===== config.mk =====
export PLATFORM = sky130hd
export DESIGN_NAME = sensor_debug_stream_port
export DESIGN_NICKNAME = d
export VERILOG_FILES = /design/src/verilog/stream_port_pkg.sv /design/src/verilog/frame_store.sv /design/src/verilog/sensor_debug_stream_port.sv
export SDC_FILE = /design/constraint.sdc
export NUM_CORES = 1
export LEC_CHECK = 0
export BUFFER_PORTS_ARGS = -buffer_cell sky130_fd_sc_hd__buf_2
export CAP_MARGIN = 10
export CORE_UTILIZATION = 35
export DETAILED_ROUTE_END_ITERATION = 8
export PLACE_DENSITY = 0.58
export SLEW_MARGIN = 10
export SYNTH_ARGS = -nofsm -noshare
export SYNTH_HDL_FRONTEND = slang
export SYNTH_SLANG_ARGS = --single-unit

===== constraint.sdc =====
create_clock -name core_clk -period 2.9 [get_ports core_clk]
set_input_delay 0.29 -clock core_clk [delete_from_list [all_inputs] [get_ports core_clk]]
set_output_delay 0.29 -clock core_clk [all_outputs]
set_load 0.05 [all_outputs]

===== src/verilog/stream_port_pkg.sv =====
// Constants and carrier types shared by the debug stream port
package stream_port_pkg;

	// Core clock and derived timing
	localparam int CLK_HZ             = 20_000_000;                          // Core clock rate
	localparam int CLK_PER_US         = CLK_HZ / 1_000_000;                  // Cycles per microsecond
	localparam int BIT_TIME_NS        = 1000;                                // One-wire bit period
	localparam int BIT_CYCLES         = (BIT_TIME_NS * CLK_PER_US + 999) / 1000; // Rounded up
	localparam logic [7:0] BIT_LAST   = 8'(BIT_CYCLES - 1);                  // Last cycle of a bit
	localparam int EVENT_PULSE_US     = 1600;                                // Event low pulse, 1.6 ms
	localparam int EVENT_PULSE_CYCLES = EVENT_PULSE_US * CLK_PER_US;         // Rounded down

	// Frame layout
	localparam logic [7:0] SYNC_BYTE  = 8'hAA;                               // Opens every frame
	localparam logic [3:0] LAST_BYTE  = 4'h8;                                // Sync plus eight data bytes
	localparam logic [2:0] LAST_BIT   = 3'h7;                                // Eight bits per byte
	localparam logic [3:0] I2C_BITS   = 4'h8;                                // Bits per I2C byte
	localparam logic [6:0] I2C_ADDR   = 7'h44;                               // Fixed target address

	// System flag byte field positions
	localparam int FLAG_POLARITY  = 6;                                       // Output active high
	localparam int FLAG_HALT      = 5;                                       // Filter halted
	localparam int FLAG_LOWPOWER  = 4;                                       // Low power active
	localparam int FLAG_TUNING    = 3;                                       // Auto tuning busy
	localparam int FLAG_NOISE     = 2;                                       // Noise found
	localparam int FLAG_ZOOM      = 1;                                       // Zoom active

	// Detection debounce lengths, channel 0 proximity, channel 1 touch
	localparam logic [2:0] PROX_CONSEC  = 3'h6;
	localparam logic [2:0] TOUCH_CONSEC = 3'h2;

	// Proximity thresholds in counts, by selection code
	localparam logic [15:0] PROX_THR_0 = 16'h0004;
	localparam logic [15:0] PROX_THR_1 = 16'h0002;
	localparam logic [15:0] PROX_THR_2 = 16'h0008;
	localparam logic [15:0] PROX_THR_3 = 16'h0010;

	// Touch thresholds in 1/256 of the long term average
	localparam logic [7:0] TOUCH_FRAC_0 = 8'h48;
	localparam logic [7:0] TOUCH_FRAC_1 = 8'h04;
	localparam logic [7:0] TOUCH_FRAC_2 = 8'h08;
	localparam logic [7:0] TOUCH_FRAC_3 = 8'h18;
	localparam logic [7:0] TOUCH_FRAC_4 = 8'h30;
	localparam logic [7:0] TOUCH_FRAC_5 = 8'h60;
	localparam logic [7:0] TOUCH_FRAC_6 = 8'h80;
	localparam logic [7:0] TOUCH_FRAC_7 = 8'hA0;

	// Static configuration options
	typedef struct packed {
		logic       stream_enable_option;                                    // 1 enables streaming
		logic       streamProtocol;                                          // 0 one-wire, 1 I2C
		logic       eventMode;                                               // Event pulses on change, one-wire mode only
		logic       activeHigh;                                              // Output polarity
		logic [1:0] proxThrSel;                                              // Proximity threshold code
		logic [2:0] touchThrSel;                                             // Touch threshold code
	} cfg_t;

	// Per sensing cycle measurements and flags
	typedef struct packed {
		logic [15:0] counts;                                                 // Charge transfer counts
		logic [15:0] long_term_average;                                      // Baseline
		logic [5:0]  multiplier;                                             // Tuning multiplier
		logic [7:0]  compensation;                                           // Tuning compensation
		logic        auto_tuning;                                            // Tuning busy
		logic        filterHalt;                                             // Baseline halted
		logic        low_power_flag;                                         // Low power active
		logic        noiseFound;                                             // Noise detected
		logic        zoomActive;                                             // Zoom active
	} sense_t;

	// Eight data bytes in send order, first byte in the top bits
	typedef struct packed {
		logic [7:0] countsHi;
		logic [7:0] countsLo;
		logic [7:0] averageHi;
		logic [7:0] averageLo;
		logic [7:0] sysFlags;
		logic [7:0] detect;
		logic [7:0] compensation;
		logic [7:0] counter;
	} frame_t;

	// One-wire transmitter states
	typedef enum logic [1:0] {
		TX_IDLE  = 2'b00,
		TX_START = 2'b01,
		TX_DATA  = 2'b10,
		TX_STOP  = 2'b11
	} tx_state_t;

	// I2C target states
	typedef enum logic [2:0] {
		I2C_IDLE = 3'b000,
		I2C_HEAD = 3'b001,
		I2C_ACK  = 3'b010,
		I2C_SEND = 3'b011,
		I2C_WAIT = 3'b100
	} i2c_state_t;

endpackage : stream_port_pkg


===== src/verilog/frame_store.sv =====
// Snapshot memory for the eight data bytes of one frame
`timescale 1ns/1ps
module frame_store
	import stream_port_pkg::*;
(
	input  wire logic                    core_clk,
	input  wire logic                    arst_n,
	input  wire logic                    load,
	input  wire stream_port_pkg::frame_t frameIn,
	input  wire logic [2:0]              rdIndex,
	output logic [7:0]                   rdData
);
	logic [63:0] bytes;                      // Stored frame, byte 0 on top
	wire  [7:0]  selByte;                    // Byte picked by the index

	assign selByte = bytes[63 - 8 * rdIndex -: 8];

	// Whole frame written in one edge, registered read
	always_ff @(posedge core_clk or negedge arst_n) begin
		if (!arst_n) begin
			bytes  <= 64'h0000_0000_0000_0000;
			rdData <= 8'h00;
		end else begin
			if (load) begin
				bytes <= frameIn;
			end
			rdData <= selByte;
		end
	end
endmodule : frame_store


===== src/verilog/sensor_debug_stream_port.sv =====
// Debug stream port: detection, frame build, one-wire sender, event pulse, I2C target
`timescale 1ns/1ps
module sensor_debug_stream_port
	import stream_port_pkg::*;
#(
	parameter int EVENT_CYCLES = stream_port_pkg::EVENT_PULSE_CYCLES      // Event pulse length
)(
	input  wire logic                    core_clk,
	input  wire logic                    arst_n,
	input  wire stream_port_pkg::cfg_t   cfg,
	input  wire stream_port_pkg::sense_t sense,
	input  wire logic                    sampleDone,
	input  wire logic                    detectPinIn,
	output logic                         detectPinOut,
	output logic                         detectPinOe,
	input  wire logic                    event_output_pinIn,
	output logic                         event_output_pinOut,
	output logic                         event_output_pinOe,
	input  wire logic                    sclPin,
	input  wire logic                    sdaPinIn,
	output logic                         sdaPinOut,
	output logic                         sdaPinOe,
	output logic                         proximity,
	output logic                         touch,
	output logic                         streamBusy
);
	// Mode decode
	wire oneWireMode = cfg.stream_enable_option & ~cfg.streamProtocol;
	wire i2cMode     = cfg.stream_enable_option & cfg.streamProtocol;
	wire unusedPins  = detectPinIn ^ event_output_pinIn;                 // Pin readback unused

	// Detection thresholds
	logic [15:0] proxThr;                                                // Selected proximity threshold
	logic [7:0]  touchFrac;                                              // Selected touch fraction
	wire  [23:0] touchProd = 24'(sense.long_term_average) * 24'(touchFrac); // Average times fraction
	wire  [15:0] touchThr  = touchProd[23:8];                            // Touch threshold in counts
	wire         below     = sense.counts < sense.long_term_average;     // Counts under baseline
	wire  [15:0] deficit   = below ? 16'(sense.long_term_average - sense.counts) : 16'h0000;

	always_comb begin
		case (cfg.proxThrSel)
			2'b00:   proxThr = PROX_THR_0;
			2'b01:   proxThr = PROX_THR_1;
			2'b10:   proxThr = PROX_THR_2;
			default: proxThr = PROX_THR_3;
		endcase
		case (cfg.touchThrSel)
			3'b000:  touchFrac = TOUCH_FRAC_0;
			3'b001:  touchFrac = TOUCH_FRAC_1;
			3'b010:  touchFrac = TOUCH_FRAC_2;
			3'b011:  touchFrac = TOUCH_FRAC_3;
			3'b100:  touchFrac = TOUCH_FRAC_4;
			3'b101:  touchFrac = TOUCH_FRAC_5;
			3'b110:  touchFrac = TOUCH_FRAC_6;
			default: touchFrac = TOUCH_FRAC_7;
		endcase
	end

	// Debounced detectors, channel 0 proximity, channel 1 touch
	logic [1:0] detState;                                                // Current states
	wire  [1:0] next_detState;                                           // States after this sample
	wire  [1:0] over = {deficit > touchThr, deficit > proxThr};          // Raw divergence

	genvar ch;
	generate
		for (ch = 0; ch < 2; ch++) begin : g_det
			logic [2:0] run;                                             // Consecutive disagreeing samples
			wire  [2:0] need = (ch == 0) ? PROX_CONSEC : TOUCH_CONSEC;
			wire        differ = over[ch] != detState[ch];
			wire        flip   = differ & (run == 3'(need - 3'h1));
			assign next_detState[ch] = !sampleDone ? detState[ch] :
				sense.auto_tuning ? 1'b0 : (flip ? over[ch] : detState[ch]);

			// Count disagreeing samples, reset on tuning, agreement or flip
			always_ff @(posedge core_clk or negedge arst_n) begin
				if (!arst_n) begin
					run <= 3'h0;
				end else if (sampleDone) begin
					if (sense.auto_tuning || !differ || flip) begin
						run <= 3'h0;
					end else begin
						run <= run + 3'h1;
					end
				end
			end
		end
	endgenerate

	// Frame snapshot built from this cycle's values
	logic [7:0] frameCount;                                              // Frame counter byte
	frame_t     frameNow;
	wire        stateChange = sampleDone & (next_detState != detState);

	always_comb begin
		frameNow              = '0;
		frameNow.countsHi     = sense.counts[15:8];
		frameNow.countsLo     = sense.counts[7:0];
		frameNow.averageHi    = sense.long_term_average[15:8];
		frameNow.averageLo    = sense.long_term_average[7:0];
		frameNow.sysFlags[FLAG_POLARITY] = cfg.activeHigh;
		frameNow.sysFlags[FLAG_HALT]     = sense.filterHalt;
		frameNow.sysFlags[FLAG_LOWPOWER] = sense.low_power_flag;
		frameNow.sysFlags[FLAG_TUNING]   = sense.auto_tuning;
		frameNow.sysFlags[FLAG_NOISE]    = sense.noiseFound;
		frameNow.sysFlags[FLAG_ZOOM]     = sense.zoomActive;
		frameNow.detect       = {next_detState[1], next_detState[0], sense.multiplier};
		frameNow.compensation = sense.compensation;
		frameNow.counter      = frameCount;
	end

	// Memory read port, shared by the two senders
	logic [3:0] byteIdx;                                                 // One-wire byte, 0 is sync
	logic [3:0] i2cPtr;                                                  // I2C byte, 0 is sync
	logic [7:0] rdData;
	wire  [3:0] curIdx  = i2cMode ? i2cPtr : byteIdx;
	wire  [3:0] memIdx  = curIdx - 4'h1;
	wire  [7:0] byteOut = (curIdx == 4'h0) ? SYNC_BYTE : rdData;

	frame_store u_store (
		.core_clk (core_clk),
		.arst_n   (arst_n),
		.load     (sampleDone),
		.frameIn  (frameNow),
		.rdIndex  (memIdx[2:0]),
		.rdData   (rdData)
	);

	// Detector state and frame counter
	always_ff @(posedge core_clk or negedge arst_n) begin
		if (!arst_n) begin
			detState   <= 2'b00;
			frameCount <= 8'h00;
		end else begin
			detState <= next_detState;
			if (sampleDone) begin
				frameCount <= frameCount + 8'h01;
			end
		end
	end

	// One-wire sender
	tx_state_t  txState;
	logic [7:0] bitTimer;                                                // Cycles within a bit
	logic [2:0] bitIdx;                                                  // Data bit number
	logic [7:0] txShift;                                                 // Byte being shifted
	logic       pending;                                                 // Frame waiting to go
	wire        bitEnd  = bitTimer == BIT_LAST;
	wire        txStart = (txState == TX_IDLE) & pending & oneWireMode;
	wire        txLow   = (txState == TX_START) | ((txState == TX_DATA) & ~txShift[0]);

	// New frame sets pending; the set wins over a same-cycle start
	always_ff @(posedge core_clk or negedge arst_n) begin
		if (!arst_n) begin
			pending <= 1'b0;
		end else begin
			pending <= (sampleDone & oneWireMode) | (pending & ~txStart);
		end
	end

	// Bit and byte sequencing
	always_ff @(posedge core_clk or negedge arst_n) begin
		if (!arst_n) begin
			txState  <= TX_IDLE;
			bitTimer <= 8'h00;
			bitIdx   <= 3'h0;
			byteIdx  <= 4'h0;
			txShift  <= 8'h00;
		end else begin
			bitTimer <= (txState == TX_IDLE || bitEnd) ? 8'h00 : bitTimer + 8'h01;
			case (txState)
				TX_IDLE: begin
					if (txStart) begin
						byteIdx <= 4'h0;
						txState <= TX_START;
					end
				end
				TX_START: begin
					if (bitEnd) begin
						txShift <= byteOut;
						bitIdx  <= 3'h0;
						txState <= TX_DATA;
					end
				end
				TX_DATA: begin
					if (bitEnd) begin
						txShift <= {1'b0, txShift[7:1]};
						bitIdx  <= bitIdx + 3'h1;
						if (bitIdx == LAST_BIT) begin
							txState <= TX_STOP;
						end
					end
				end
				TX_STOP: begin
					if (bitEnd) begin
						if (byteIdx == LAST_BYTE) begin
							txState <= TX_IDLE;
						end else begin
							byteIdx <= byteIdx + 4'h1;
							txState <= TX_START;
						end
					end
				end
				default: txState <= TX_IDLE;
			endcase
		end
	end

	// Event pulse timer
	logic [15:0] evTimer;
	wire         evFire = stateChange & oneWireMode & cfg.eventMode;

	always_ff @(posedge core_clk or negedge arst_n) begin
		if (!arst_n) begin
			evTimer <= 16'h0000;
		end else if (evFire) begin
			evTimer <= 16'(EVENT_CYCLES);
		end else if (evTimer != 16'h0000) begin
			evTimer <= evTimer - 16'h0001;
		end
	end

	// I2C pin synchronisers and edge detect
	logic [2:0] sclSync;                                                 // Two stages plus history
	logic [2:0] sdaSync;
	wire        sclRise  = sclSync[1] & ~sclSync[2];
	wire        sclFall  = ~sclSync[1] & sclSync[2];
	wire        busStart = sclSync[1] & sclSync[2] & sdaSync[2] & ~sdaSync[1];
	wire        busStop  = sclSync[1] & sclSync[2] & ~sdaSync[2] & sdaSync[1];

	always_ff @(posedge core_clk or negedge arst_n) begin
		if (!arst_n) begin
			sclSync <= 3'h7;
			sdaSync <= 3'h7;
		end else begin
			sclSync <= {sclSync[1:0], sclPin};
			sdaSync <= {sdaSync[1:0], sdaPinIn};
		end
	end

	// I2C read-only target
	i2c_state_t i2cState;
	logic [7:0] i2cShift;                                                // Address in, data out
	logic [3:0] i2cBits;
	logic       sdaDrive;                                                // Pull SDA low

	always_ff @(posedge core_clk or negedge arst_n) begin
		if (!arst_n) begin
			i2cState <= I2C_IDLE;
			i2cShift <= 8'h00;
			i2cBits  <= 4'h0;
			i2cPtr   <= 4'h0;
			sdaDrive <= 1'b0;
		end else if (busStop || !i2cMode) begin
			i2cState <= I2C_IDLE;
			sdaDrive <= 1'b0;
		end else if (busStart) begin
			i2cState <= I2C_HEAD;
			i2cBits  <= 4'h0;
			i2cPtr   <= 4'h0;
			sdaDrive <= 1'b0;
		end else begin
			case (i2cState)
				I2C_HEAD: begin
					if (sclRise) begin
						i2cShift <= {i2cShift[6:0], sdaSync[1]};
						i2cBits  <= i2cBits + 4'h1;
					end else if (sclFall && i2cBits == I2C_BITS) begin
						if (i2cShift[7:1] == I2C_ADDR && i2cShift[0]) begin
							sdaDrive <= 1'b1;
							i2cState <= I2C_ACK;
						end else begin
							i2cState <= I2C_IDLE;
						end
					end
				end
				I2C_ACK: begin
					if (sclFall) begin
						sdaDrive <= ~byteOut[7];
						i2cShift <= {byteOut[6:0], 1'b0};
						i2cBits  <= 4'h1;
						i2cState <= I2C_SEND;
					end
				end
				I2C_SEND: begin
					if (sclFall) begin
						if (i2cBits == I2C_BITS) begin
							sdaDrive <= 1'b0;
							i2cState <= I2C_WAIT;
						end else begin
							sdaDrive <= ~i2cShift[7];
							i2cShift <= {i2cShift[6:0], 1'b0};
							i2cBits  <= i2cBits + 4'h1;
						end
					end
				end
				I2C_WAIT: begin
					if (sclRise) begin
						if (!sdaSync[1]) begin
							i2cPtr   <= (i2cPtr == LAST_BYTE) ? 4'h0 : i2cPtr + 4'h1;
							i2cState <= I2C_ACK;
						end else begin
							i2cState <= I2C_IDLE;
						end
					end
				end
				default: i2cState <= I2C_IDLE;
			endcase
		end
	end

	// Registered pin and status outputs
	wire active = detState[0] | detState[1];

	always_ff @(posedge core_clk or negedge arst_n) begin
		if (!arst_n) begin
			detectPinOut        <= 1'b0;
			detectPinOe         <= 1'b0;
			event_output_pinOut <= 1'b0;
			event_output_pinOe  <= 1'b0;
			sdaPinOut           <= 1'b0;
			sdaPinOe            <= 1'b0;
			proximity           <= 1'b0;
			touch               <= 1'b0;
			streamBusy          <= 1'b0;
		end else begin
			if (oneWireMode) begin
				detectPinOut <= 1'b0;
				detectPinOe  <= txLow;
			end else if (i2cMode) begin
				detectPinOut <= 1'b0;
				detectPinOe  <= 1'b0;
			end else begin
				detectPinOut <= cfg.activeHigh & active;
				detectPinOe  <= cfg.activeHigh | active;
			end
			event_output_pinOut <= unusedPins & 1'b0;
			event_output_pinOe  <= evTimer != 16'h0000;
			sdaPinOut           <= 1'b0;
			sdaPinOe            <= sdaDrive;
			proximity           <= next_detState[0];
			touch               <= next_detState[1];
			streamBusy          <= txState != TX_IDLE;
		end
	end
endmodule : sensor_debug_stream_port


==> run metrics, run 1 <==
worst hold start sense[15]; worst vdd ir 0.000369 V; final core occ 0.462; grt total ovfl 0; Via-to-Cell Ratio 4.98; final hold vios 0; Data arrival, critical path 6380 ps; Setup TNS -68420 ps; Vias 9255; Crit path top cell by count a21o_1; Worst-path clk slew roughly 60 ps; core area 32900 sq um; Slowest Stage Delay on Critical Path approximately 530 ps; final wirelength 28.5 mm; number of enable flip-flop cells after synthesis 0; worst slack, placed -3860 ps; commonest cells after routing, fill and taps aside 173 x buf_4, 153 x dfrtp_1, 88 x ha_1; worst min path class in2reg; power consumption 8.16 mW; Worst-Skew Late Latency 420 ps; DIE AREA 34500 sq um; first-pass GRT wire length 47.5 mm; crit end category flop; slowest CP cell fa_1; Max FO, Critical Path 6; CTS Buffer Depth 2; Max transition margin 0.252; port bufs 71; remaining antenna violation count 0; critical path class in2reg; initial antenna violation count 1; Cells after Synth about 1200; fin area 15200 sq um; Clk pwr share 0.270; Gate power share 0.383; synthesized flop and latch total around 160; Mapped Area 11800 sq um; Num CTS Buffers 17; Chip Height about 190 um; internal power approximately 5.5 mW; clk sinks 159; Area growth, synth to finish 28.6%; RSZ-0062 raised after global routing true; sw power ~2.6 mW; Avg WL per Cell between 15 and 20 um; sequential fraction of the synthesis area 0.338; syn_area_per_cell 10.1 sq um; minimum clock period after layout 6080 ps; I/O pins 76; Yosys cell types 79; DIE WIDTH 186 um; vias in the first global route 9387; nets@finish roughly 1600; Initial Utilization 0.359; clk root buf clkbuf_16; share of layout cells above drive strength 1 0.330; Setup crit start kind input pin; Async SR Flop Fraction 1.00; Total GRT Usage 0.174; htree depth 4; post-route insts no fill 1858; dpl cells 1808; period utilization 2.10; first-pass detailed-route iteration total 5; Pleak 7.07 nW; Final Hold Slack around 100 ps; Max Slew Vio Count 0; r2r startpoint evTimer[8]; detailed placer's ending HPWL 22.1 mm; status finished, violations left; Net Sw Frac 0.323; Seq pwr share 0.347; initial drt markers 416; Required @ worst endpoint 3200 ps; failing checks setup timing; final setup vio count 26; CP Launch Point cfg[0]; DRC Markers 0; commonest non-fill, non-tap cell in the layout buf_4; gpl congestion 0.857; Synth Flop Type dfrtp_1; CTS tree done; Clock Skews approximately 7 ps; synthesis warning total 0; Slew @ Worst Pin about 1100 ps; final setup margin -3180 ps; # Max-Cap Violations 0; Post-DP Area 14000 sq um; largest net degree at the start of global routing 57; Power Density 537 nW/um^2; cell row count 66; fmax 164 MHz
-- cell type report --
type,instances,area (sq um)
sequential,159,3990
timing repair buffer,261,1920
multi-input combinational,890,7860
tap,442,553
antenna,1,2.50
fill,3126,17700
clock buffer,23,508
clock inverter,9,81.3
inverter,73,280
-- power by group through the flow --
stage / clock (mW) / combinational, mW / sequential [mW]
global route: 2.33 / 3.54 / 2.88
floorplan: 0 / 1.88 / 2.80
detailed placement: 0 / 2.88 / 2.86
global placement: 0 / 2.83 / 2.85
finish: 2.21 / 3.12 / 2.83
CTS: 2.24 / 3.04 / 2.82
-- flip-flops by register name, indices dropped and copies added, names as in the netlist, 2 cells and up --
signal and count:
u_store.bytes 62, byteIdx 4, g_det.run 6, bitTimer 8, txShift 8, detState 2
sclSync 3, i2cBits 4, i2cState 3, i2cPtr 4, bitIdx 3, sdaSync 3
frameCount 8, u_store.rdData 8, txState 2, i2cShift 8, evTimer 16
-- worst max-delay path: cells and delay by family --
kind | cells | cell delay (ps)
buffers and inverters | 3 | 420
AND/OR/NAND/NOR | 8 | 1000
AO/OA/AOI/OAI | 13 | 2260
adder cells (fa/ha/maj) | 6 | 2250
XOR/XNOR | 1 | 130
-- synthesized netlist by cell type (21+ instances only) --
| library cell | number | area [sq um] |
|---|---|---|
| nor3_1 | 27 | 135 |
| mux2_2 | 74 | 833 |
| xor2_1 | 27 | 236 |
| nand2_1 | 79 | 297 |
| and2_1 | 69 | 432 |
| o21ai_0 | 46 | 230 |
| inv_1 | 73 | 274 |
| clkbuf_1 | 29 | 109 |
| ha_1 | 99 | 1240 |
| dfrtp_1 | 153 | 3830 |
| nor2_1 | 88 | 330 |
| xnor2_1 | 28 | 245 |
| nand3_1 | 22 | 110 |
| fa_1 | 57 | 1140 |
| a21oi_1 | 55 | 275 |
| and3_1 | 21 | 131 |
-- logic make-up (layout without fill, tap and decap cells) --
kind of cell	after synthesis	count (layout)	share of synthesized area
other	1	3	0.000318
and+or+nand+nor	385	385	0.166
buffers and inverters	116	366	0.0389
DFF	159	159	0.338
xor gates and xnor gates	55	55	0.0408
muxes	94	94	0.102
adders and majority gates	156	156	0.202
AOI/OAI and AO/OA	198	198	0.113
-- worst paths after layout --
kind	to	slack, ps	cells after the start
worst max-delay path	evTimer[10]	-3180	31
worst min-delay path	u_store.bytes[18]	100	2
worst max register to register	evTimer[15]	340	10
worst min register to register	sclSync[1]	360	0
max in group asynchronous	u_store.bytes[61]	1770	3
min in group asynchronous	sdaPinOe	360	2
-- routing by layer --
metal  wire length [um]  up-vias  part of all wire  track usage
li1                   -     4550                 -            -
met1              13400     4587              0.47        0.237
met2              14000      101              0.49        0.291
met3                841       17             0.030       0.0264
met4                283        0            0.0099       0.0374
met5                  0        -                 0            0
-- what timing repair did --
| item | 4_1_cts | 5_1_grt |
|---|---|---|
| endpoints found under the setup margin | 26 | 26 |
| hold buffers | 3 | 0 |
| pin swaps | 39 | 30 |
| endpoints found under the hold margin | 37 | 0 |
| buffers inserted | 7 | 7 |
| resized for setup | 64 | 28 |
No activity file was read; power rests on OpenSTA's default activity.
==> run 2, diff against run 1 <==
Settings changed: CELL_PAD_IN_SITES_DETAIL_PLACEMENT from default to 1, CELL_PAD_IN_SITES_GLOBAL_PLACEMENT from default to 2, CTS_CLUSTER_DIAMETER from default to 120, GPL_TIMING_DRIVEN from default to 0, PLACE_DENSITY 0.58 to 0.79.
==> run 2 against run 1 <==
  * The run still ends with setup timing left
  * Highest routed layer unchanged
  * Core utilization decreased by 2.2 points
  * Die area unchanged
  * Total power about the same
  * Global-route usage increased by 2.3 points
  * Routed wire length increased by 14%
  * Final cell count decreased by 5.3%
  * Register-to-register slack got worse by 340 ps
  * Flip-flop and latch count unchanged
  * Count of clock-buffer cells in the layout decreased by 6
==> run metrics, run 2 (synthesis results as in run 1) <==
status finished, violations left; failing checks setup timing; clk root buf clkbuf_16; final setup margin -3560 ps (-385 ps); Vias 9196 (-0.64%); period utilization 2.23 (+0.133); Crit path top cell by count a21o_1; Worst-Skew Late Latency 430 ps (about the same); commonest cells after routing, fill and taps aside 153 x dfrtp_1, 88 x ha_1, 77 x nor2_1; CTS tree done; gpl congestion 0.801 (-6.6%); cell row count 66 (unchanged); Fillers 3686 (+18%); Slew @ Worst Pin 711 ps (-403 ps); Total GRT Usage 0.197 (+0.0230); worst hold path cell count 2 (unchanged); crit end category flop; Max FO, Critical Path 8 (+2); # Max-Cap Violations 0 (unchanged); Clk pwr share 0.283 (+0.013); Clock Skews 10.5 ps (+3.60 ps); core area 32900 sq um (unchanged); Gate power share 0.367 (-0.016); DIE AREA 34500 sq um (unchanged); Largest Register u_store.bytes; sw power 2.85 mW (+8.3%); I/O pins 76 (unchanged); DRC Markers 0 (unchanged); initial drt markers 307 (-26%); Worst-path clk slew 70 ps (about the same); r2r startpoint evTimer[8]; Num CTS Buffers 17 (unchanged); worst slack, placed -4700 ps (-839 ps); DIE WIDTH 186 um (unchanged); first-pass detailed-route iteration total 4 (-1); fmax 155 MHz (-5.9%); Initial Utilization 0.359 (unchanged); commonest non-fill, non-tap cell in the layout dfrtp_1; Max Slew Vio Count 0 (unchanged); htree depth 4 (unchanged); share of layout cells above drive strength 1 0.269 (-0.0614); worst min path class in2reg; slowest CP cell fa_1; max reg flops 62 (unchanged); worst vdd ir 0.000416 V (+13%); vias in the first global route 9788 (+4.3%); final core occ 0.441 (-0.0216); Data arrival, critical path 6770 ps (+390 ps); area of the multi-input gates 7910 sq um (+0.73%); Slowest Stage Delay on Critical Path 510 ps (-20 ps); RSZ-0062 raised after global routing true; Via-to-Cell Ratio 5.23 (+4.9%); final hold vios 0 (unchanged); CTS Buffer Depth 2 (unchanged); minimum clock period after layout 6460 ps (+385 ps); Power Density 564 nW/um^2 (+4.9%); WHS Endpoint u_store.bytes[25]; clk sinks 159 (unchanged); Setup crit start kind input pin; Avg WL per Cell 18.5 um (+21%); remaining antenna violation count 0 (unchanged); flip-flop and latch area 3990 sq um (unchanged); detailed placer's ending HPWL 24.0 mm (+8.7%); FF-to-FF path depth 8 (-2); Net Sw Frac 0.350 (+0.0267); Pleak 6.56 nW (-7.1%); nets@finish 1528 (-6.0%); Area growth, synth to finish 22.6%; Chip Height 186 um (unchanged); Setup TNS -76930 ps (-8510 ps); slack of the worst reg-to-reg path 0 ps (-340 ps); grt total ovfl 0 (unchanged); final setup vio count 26 (unchanged); port bufs 70 (-1.4%); biggest regs u_store.bytes x62, evTimer x16; internal power 5.31 mW (-3.9%); critical path class in2reg; worst hold start sense[0]; Seq pwr share 0.349 (+0.002); Required @ worst endpoint 3210 ps (about the same); initial antenna violation count 0 (-1); final wirelength 32.6 mm (+14%); Max transition margin 0.526 (+0.274); first-pass GRT wire length 52.6 mm (+11%); largest net degree at the start of global routing 99 (+74%); Ant. Diodes 0 (-1); Reg-to-Reg End evTimer[13]
==> run 2: cell types whose count changed in the layout (fill, tap and decap cells not counted), sizes merged, moves of 3 or more <==
| cell | before | now |
|---|---|---|
| clkinvlp | 4 | 1 |
| inv | 72 | 80 |
| clkbuf | 23 | 49 |
| buf | 258 | 128 |
==> run 2: through the flow <==
stage          hold slack (ps)  instances  power, mW  area, sq um
2_1_floorplan            -5.59       1165       4.68        12000
3_3_place_gp               351       1677       5.31        12900
3_5_place_dp               272       1678       5.43        12900
4_1_cts                   72.0       1735       8.04        14000
5_1_grt                   77.2       1760       8.69        14500
6_report                  88.0       1760       8.16        14500
==> run 2: worst max-delay path by stage <==
stage | from | to | slack [ps] | cells past startpoint
after detailed placement | cfg[2] | evTimer[13] | -4700 | 25
after global placement | cfg[2] | evTimer[8] | -4540 | 25
after global routing | cfg[1] | evTimer[13] | -3810 | 30
final | cfg[1] | evTimer[13] | -3560 | 30
after floorplan | cfg[0] | evTimer[13] | -3330 | 29
after CTS | cfg[2] | evTimer[6] | -3540 | 31
==> run 2: worst max-delay path: cells and delay by family <==
family / cells / cell delay, ps
fa+ha+maj: 6 / 2370
xor+xnor: 1 / 170
simple gates: 9 / 1330
compound gates: 9 / 1850
buf+inv: 5 / 780
==> run 2: power groups by stage <==
stage,clock network [mW],logic [mW],registers [mW]
2_1_floorplan,0,1.88,2.80
3_3_place_gp,0,2.45,2.86
3_5_place_dp,0,2.55,2.88
4_1_cts,2.37,2.83,2.84
5_1_grt,2.46,3.34,2.89
6_report,2.31,3.00,2.85
==> run 2: final cells by class <==
class / count / share of cell area
Multi-Input combinational cell: 890 / 0.547
Clock inverter: 15 / 0.0121
Timing Repair Buffer: 121 / 0.0575
Sequential cell: 159 / 0.275
Inverter: 73 / 0.0195
Clock buffer: 17 / 0.0294
Buffer: 43 / 0.0214
Tap cell: 442 / 0.0382
==> run 2: metal layers <==
layer,up-vias,GRT usage,routed length [um]
li1,4350,-,-
met1,4704,0.264,15100
met2,106,0.333,16000
met3,36,0.0252,657
met4,0,0.0531,797
met5,-,0,0
==> run 2: timing repair <==
action                     in CTS  in global routing
resized for setup              60                 58
gates cloned                    2                  0
hold endpoints to repair       57                  0
hold buffers                    3                  0
setup buffers                  20                 25
setup endpoints to repair      35                 32
pin swaps                      37                 36
==> run 3, diff against run 2 <==
Settings changed: TNS_END_PERCENT from default to 10.
==> run 3 against run 2 <==
  * The run still ends with setup timing left
  * Final cell count is 0.68% lower
  * Via count decreased by 2.3%
  * Sequential power about the same
  * Fmax grew 0.21%
  * Non-clock buffer count decreased by 13
  * Worst setup slack improved by 14 ps
  * Clock skew is 1.4 ps higher
  * Count of clock-buffer cells in the layout is the same
  * Combinational power decreased by 6%
  * Global-route usage fell by 0.10 points
  * Critical endpoint is now g_det[1].run[1]
  * Largest cell class unchanged
  * Highest routed layer unchanged
==> run metrics, run 3 (synthesis results as in run 1) <==
status finished, violations left; failing checks setup timing; Worst-Skew Late Latency 430 ps (about the same); RSZ-0062 raised after global routing true; gpl congestion 0.791 (-1.2%); clk root buf clkbuf_16; FF-to-FF path depth 8 (unchanged); minimum clock period after layout 6450 ps (-13.5 ps); power consumption 7.82 mW (-4.2%); Setup crit start kind input pin; detailed placer's ending HPWL 24.0 mm (-0.20%); worst min path class in2reg; fmax 155 MHz (+0.21%); Fillers 3725 (+1.1%); WHS Endpoint u_store.bytes[16]; worst hold start sense[13]; # Max-Cap Violations 0 (unchanged); Reg-to-Reg End u_store.rdData[7]; Num CTS Buffers 17 (unchanged); commonest cells after routing, fill and taps aside 153 x dfrtp_1, 94 x ha_1, 83 x nor2_1; slowest CP cell fa_2; first-pass detailed-route iteration total 4 (unchanged); Pleak 6.44 nW (-1.8%); DIE AREA 34500 sq um (unchanged); Via-to-Cell Ratio 5.14 (-1.6%); area of the multi-input gates 7740 sq um (-2.2%); Max FO, Critical Path 6 (-2); worst vdd ir 0.000458 V (+10%); worst hold path cell count 2 (unchanged); htree depth 4 (unchanged); flip-flop and latch area 3990 sq um (unchanged); Power Density 552 nW/um^2 (-2.1%); period utilization 2.22 (-0.00466); cell row count 66 (unchanged); vias in the first global route 9641 (-1.5%); Clock Skews 11.8 ps (+1.38 ps); Data arrival, critical path 6790 ps (+20 ps); initial drt markers 360 (+17%); Crit path top cell by count a21o_1; Slowest Stage Delay on Critical Path 560 ps (+50 ps); largest net degree at the start of global routing 104 (+5.1%); Vias 8983 (-2.3%); commonest non-fill, non-tap cell in the layout dfrtp_1; Worst-path clk slew 70 ps (about the same); Area growth, synth to finish 20.0%; Max Slew Vio Count 0 (unchanged); crit end category flop; Final Hold Slack 86.2 ps (-1.83 ps); slack of the worst reg-to-reg path 0 ps (unchanged); max reg flops 62 (unchanged); initial antenna violation count 1 (+1); final setup vio count 28 (+7.7%); first-pass GRT wire length 52.2 mm (-0.89%); Required @ worst endpoint 3230 ps (+20 ps); Largest Register u_store.bytes; biggest regs u_store.bytes x62, evTimer x16; port bufs 70 (unchanged); CTS tree done; Initial Utilization 0.359 (unchanged); final wirelength 31.7 mm (-2.6%); Max transition margin 0.504 (-0.0223); critical path class in2reg; share of layout cells above drive strength 1 0.244 (-0.0241); Total GRT Usage 0.196 (-0.00103); clk sinks 159 (unchanged); r2r startpoint i2cPtr[0]; DIE WIDTH 186 um (unchanged); final setup margin -3550 ps (+13.5 ps); DRC Markers 0 (unchanged); Slew @ Worst Pin 744 ps (+33.5 ps); nets@finish 1515 (-0.85%); I/O pins 76 (unchanged); final hold vios 0 (unchanged); core area 32900 sq um (unchanged); Chip Height 186 um (unchanged); Avg WL per Cell 18.1 um (-2.0%); CTS Buffer Depth 2 (unchanged); grt total ovfl 0 (unchanged); remaining antenna violation count 0 (unchanged)
## run 3: cell types whose count changed in the layout (fill, tap and decap cells not counted), sizes merged
cell / change
clkinv: -2
diode: +1
bufinv: -1
clkdlybuf4s18: -1
clkbuf: -1
buf: -11
inv: -5
clkinvlp: +8
## run 3: layer usage
layer  GRT usage  vias up  share of wire
li1            -     4319              -
met3      0.0262       32          0.018
met5           0        -              0
met4      0.0574        0          0.018
met1       0.262     4546           0.47
met2       0.329       86           0.50
## run 3: repair_timing
item	CTS	global route
pin swaps	39	35
cloned	2	0
setup endpoints to repair	35	28
resized for setup	65	15
hold buffers	3	0
hold endpoints to repair	58	0
setup buffers	21	11
## run 3: stage by stage
| stage | utilization | setup slack, ps | TNS [ps] | cell area [sq um] | instances |
|---|---|---|---|---|---|
| after floorplan | - | -3330 | -73580 | 12000 | 1165 |
| after global placement | 0.392 | -4460 | -268730 | 12900 | 1677 |
| after detailed placement | 0.394 | -4610 | -120090 | 12900 | 1678 |
| after CTS | 0.427 | -3520 | -75940 | 14000 | 1736 |
| after global routing | 0.431 | -3800 | -84010 | 14200 | 1747 |
| final | 0.431 | -3550 | -77320 | 14200 | 1748 |
## run 3: worst max-delay path by stage
| stage | startpoint | end | slack (ps) | cells past startpoint |
|---|---|---|---|---|
| finish | cfg[0] | g_det[1].run[1] | -3550 | 35 |
| global route | cfg[0] | g_det[1].run[1] | -3800 | 35 |
| CTS | cfg[0] | evTimer[13] | -3520 | 28 |
| detailed placement | cfg[2] | evTimer[13] | -4610 | 25 |
| global placement | cfg[2] | evTimer[8] | -4460 | 25 |
| floorplan | cfg[0] | evTimer[13] | -3330 | 29 |
## run 3: power by group
group          switching (mW)  leakage, nW  internal (mW)  total [mW]
Combinational            1.47         4.29           1.35        2.82
Clock                   0.973        0.251           1.19        2.16
Sequential              0.281         1.90           2.56        2.84
Total                    2.72         6.44           5.10        7.82
## run 3: area by class of cell
class	instances	area share
Tap cell	442	0.0390
Inverter	73	0.0196
Sequential cell	159	0.281
Clock inverter	15	0.00980
Timing Repair Buffer	108	0.0521
Clock buffer	17	0.0300
Antenna cell	1	0.000177
Multi-Input combinational cell	890	0.546
Buffer	43	0.0220
## run 3: worst max-delay path: cells and delay by family
family                   cells  cell delay, ps
AO/OA/AOI/OAI               13            2470
XOR/XNOR                     2             370
adder cells (fa/ha/maj)      6            2210
buffers and inverters        7             700
AND/OR/NAND/NOR              7             740
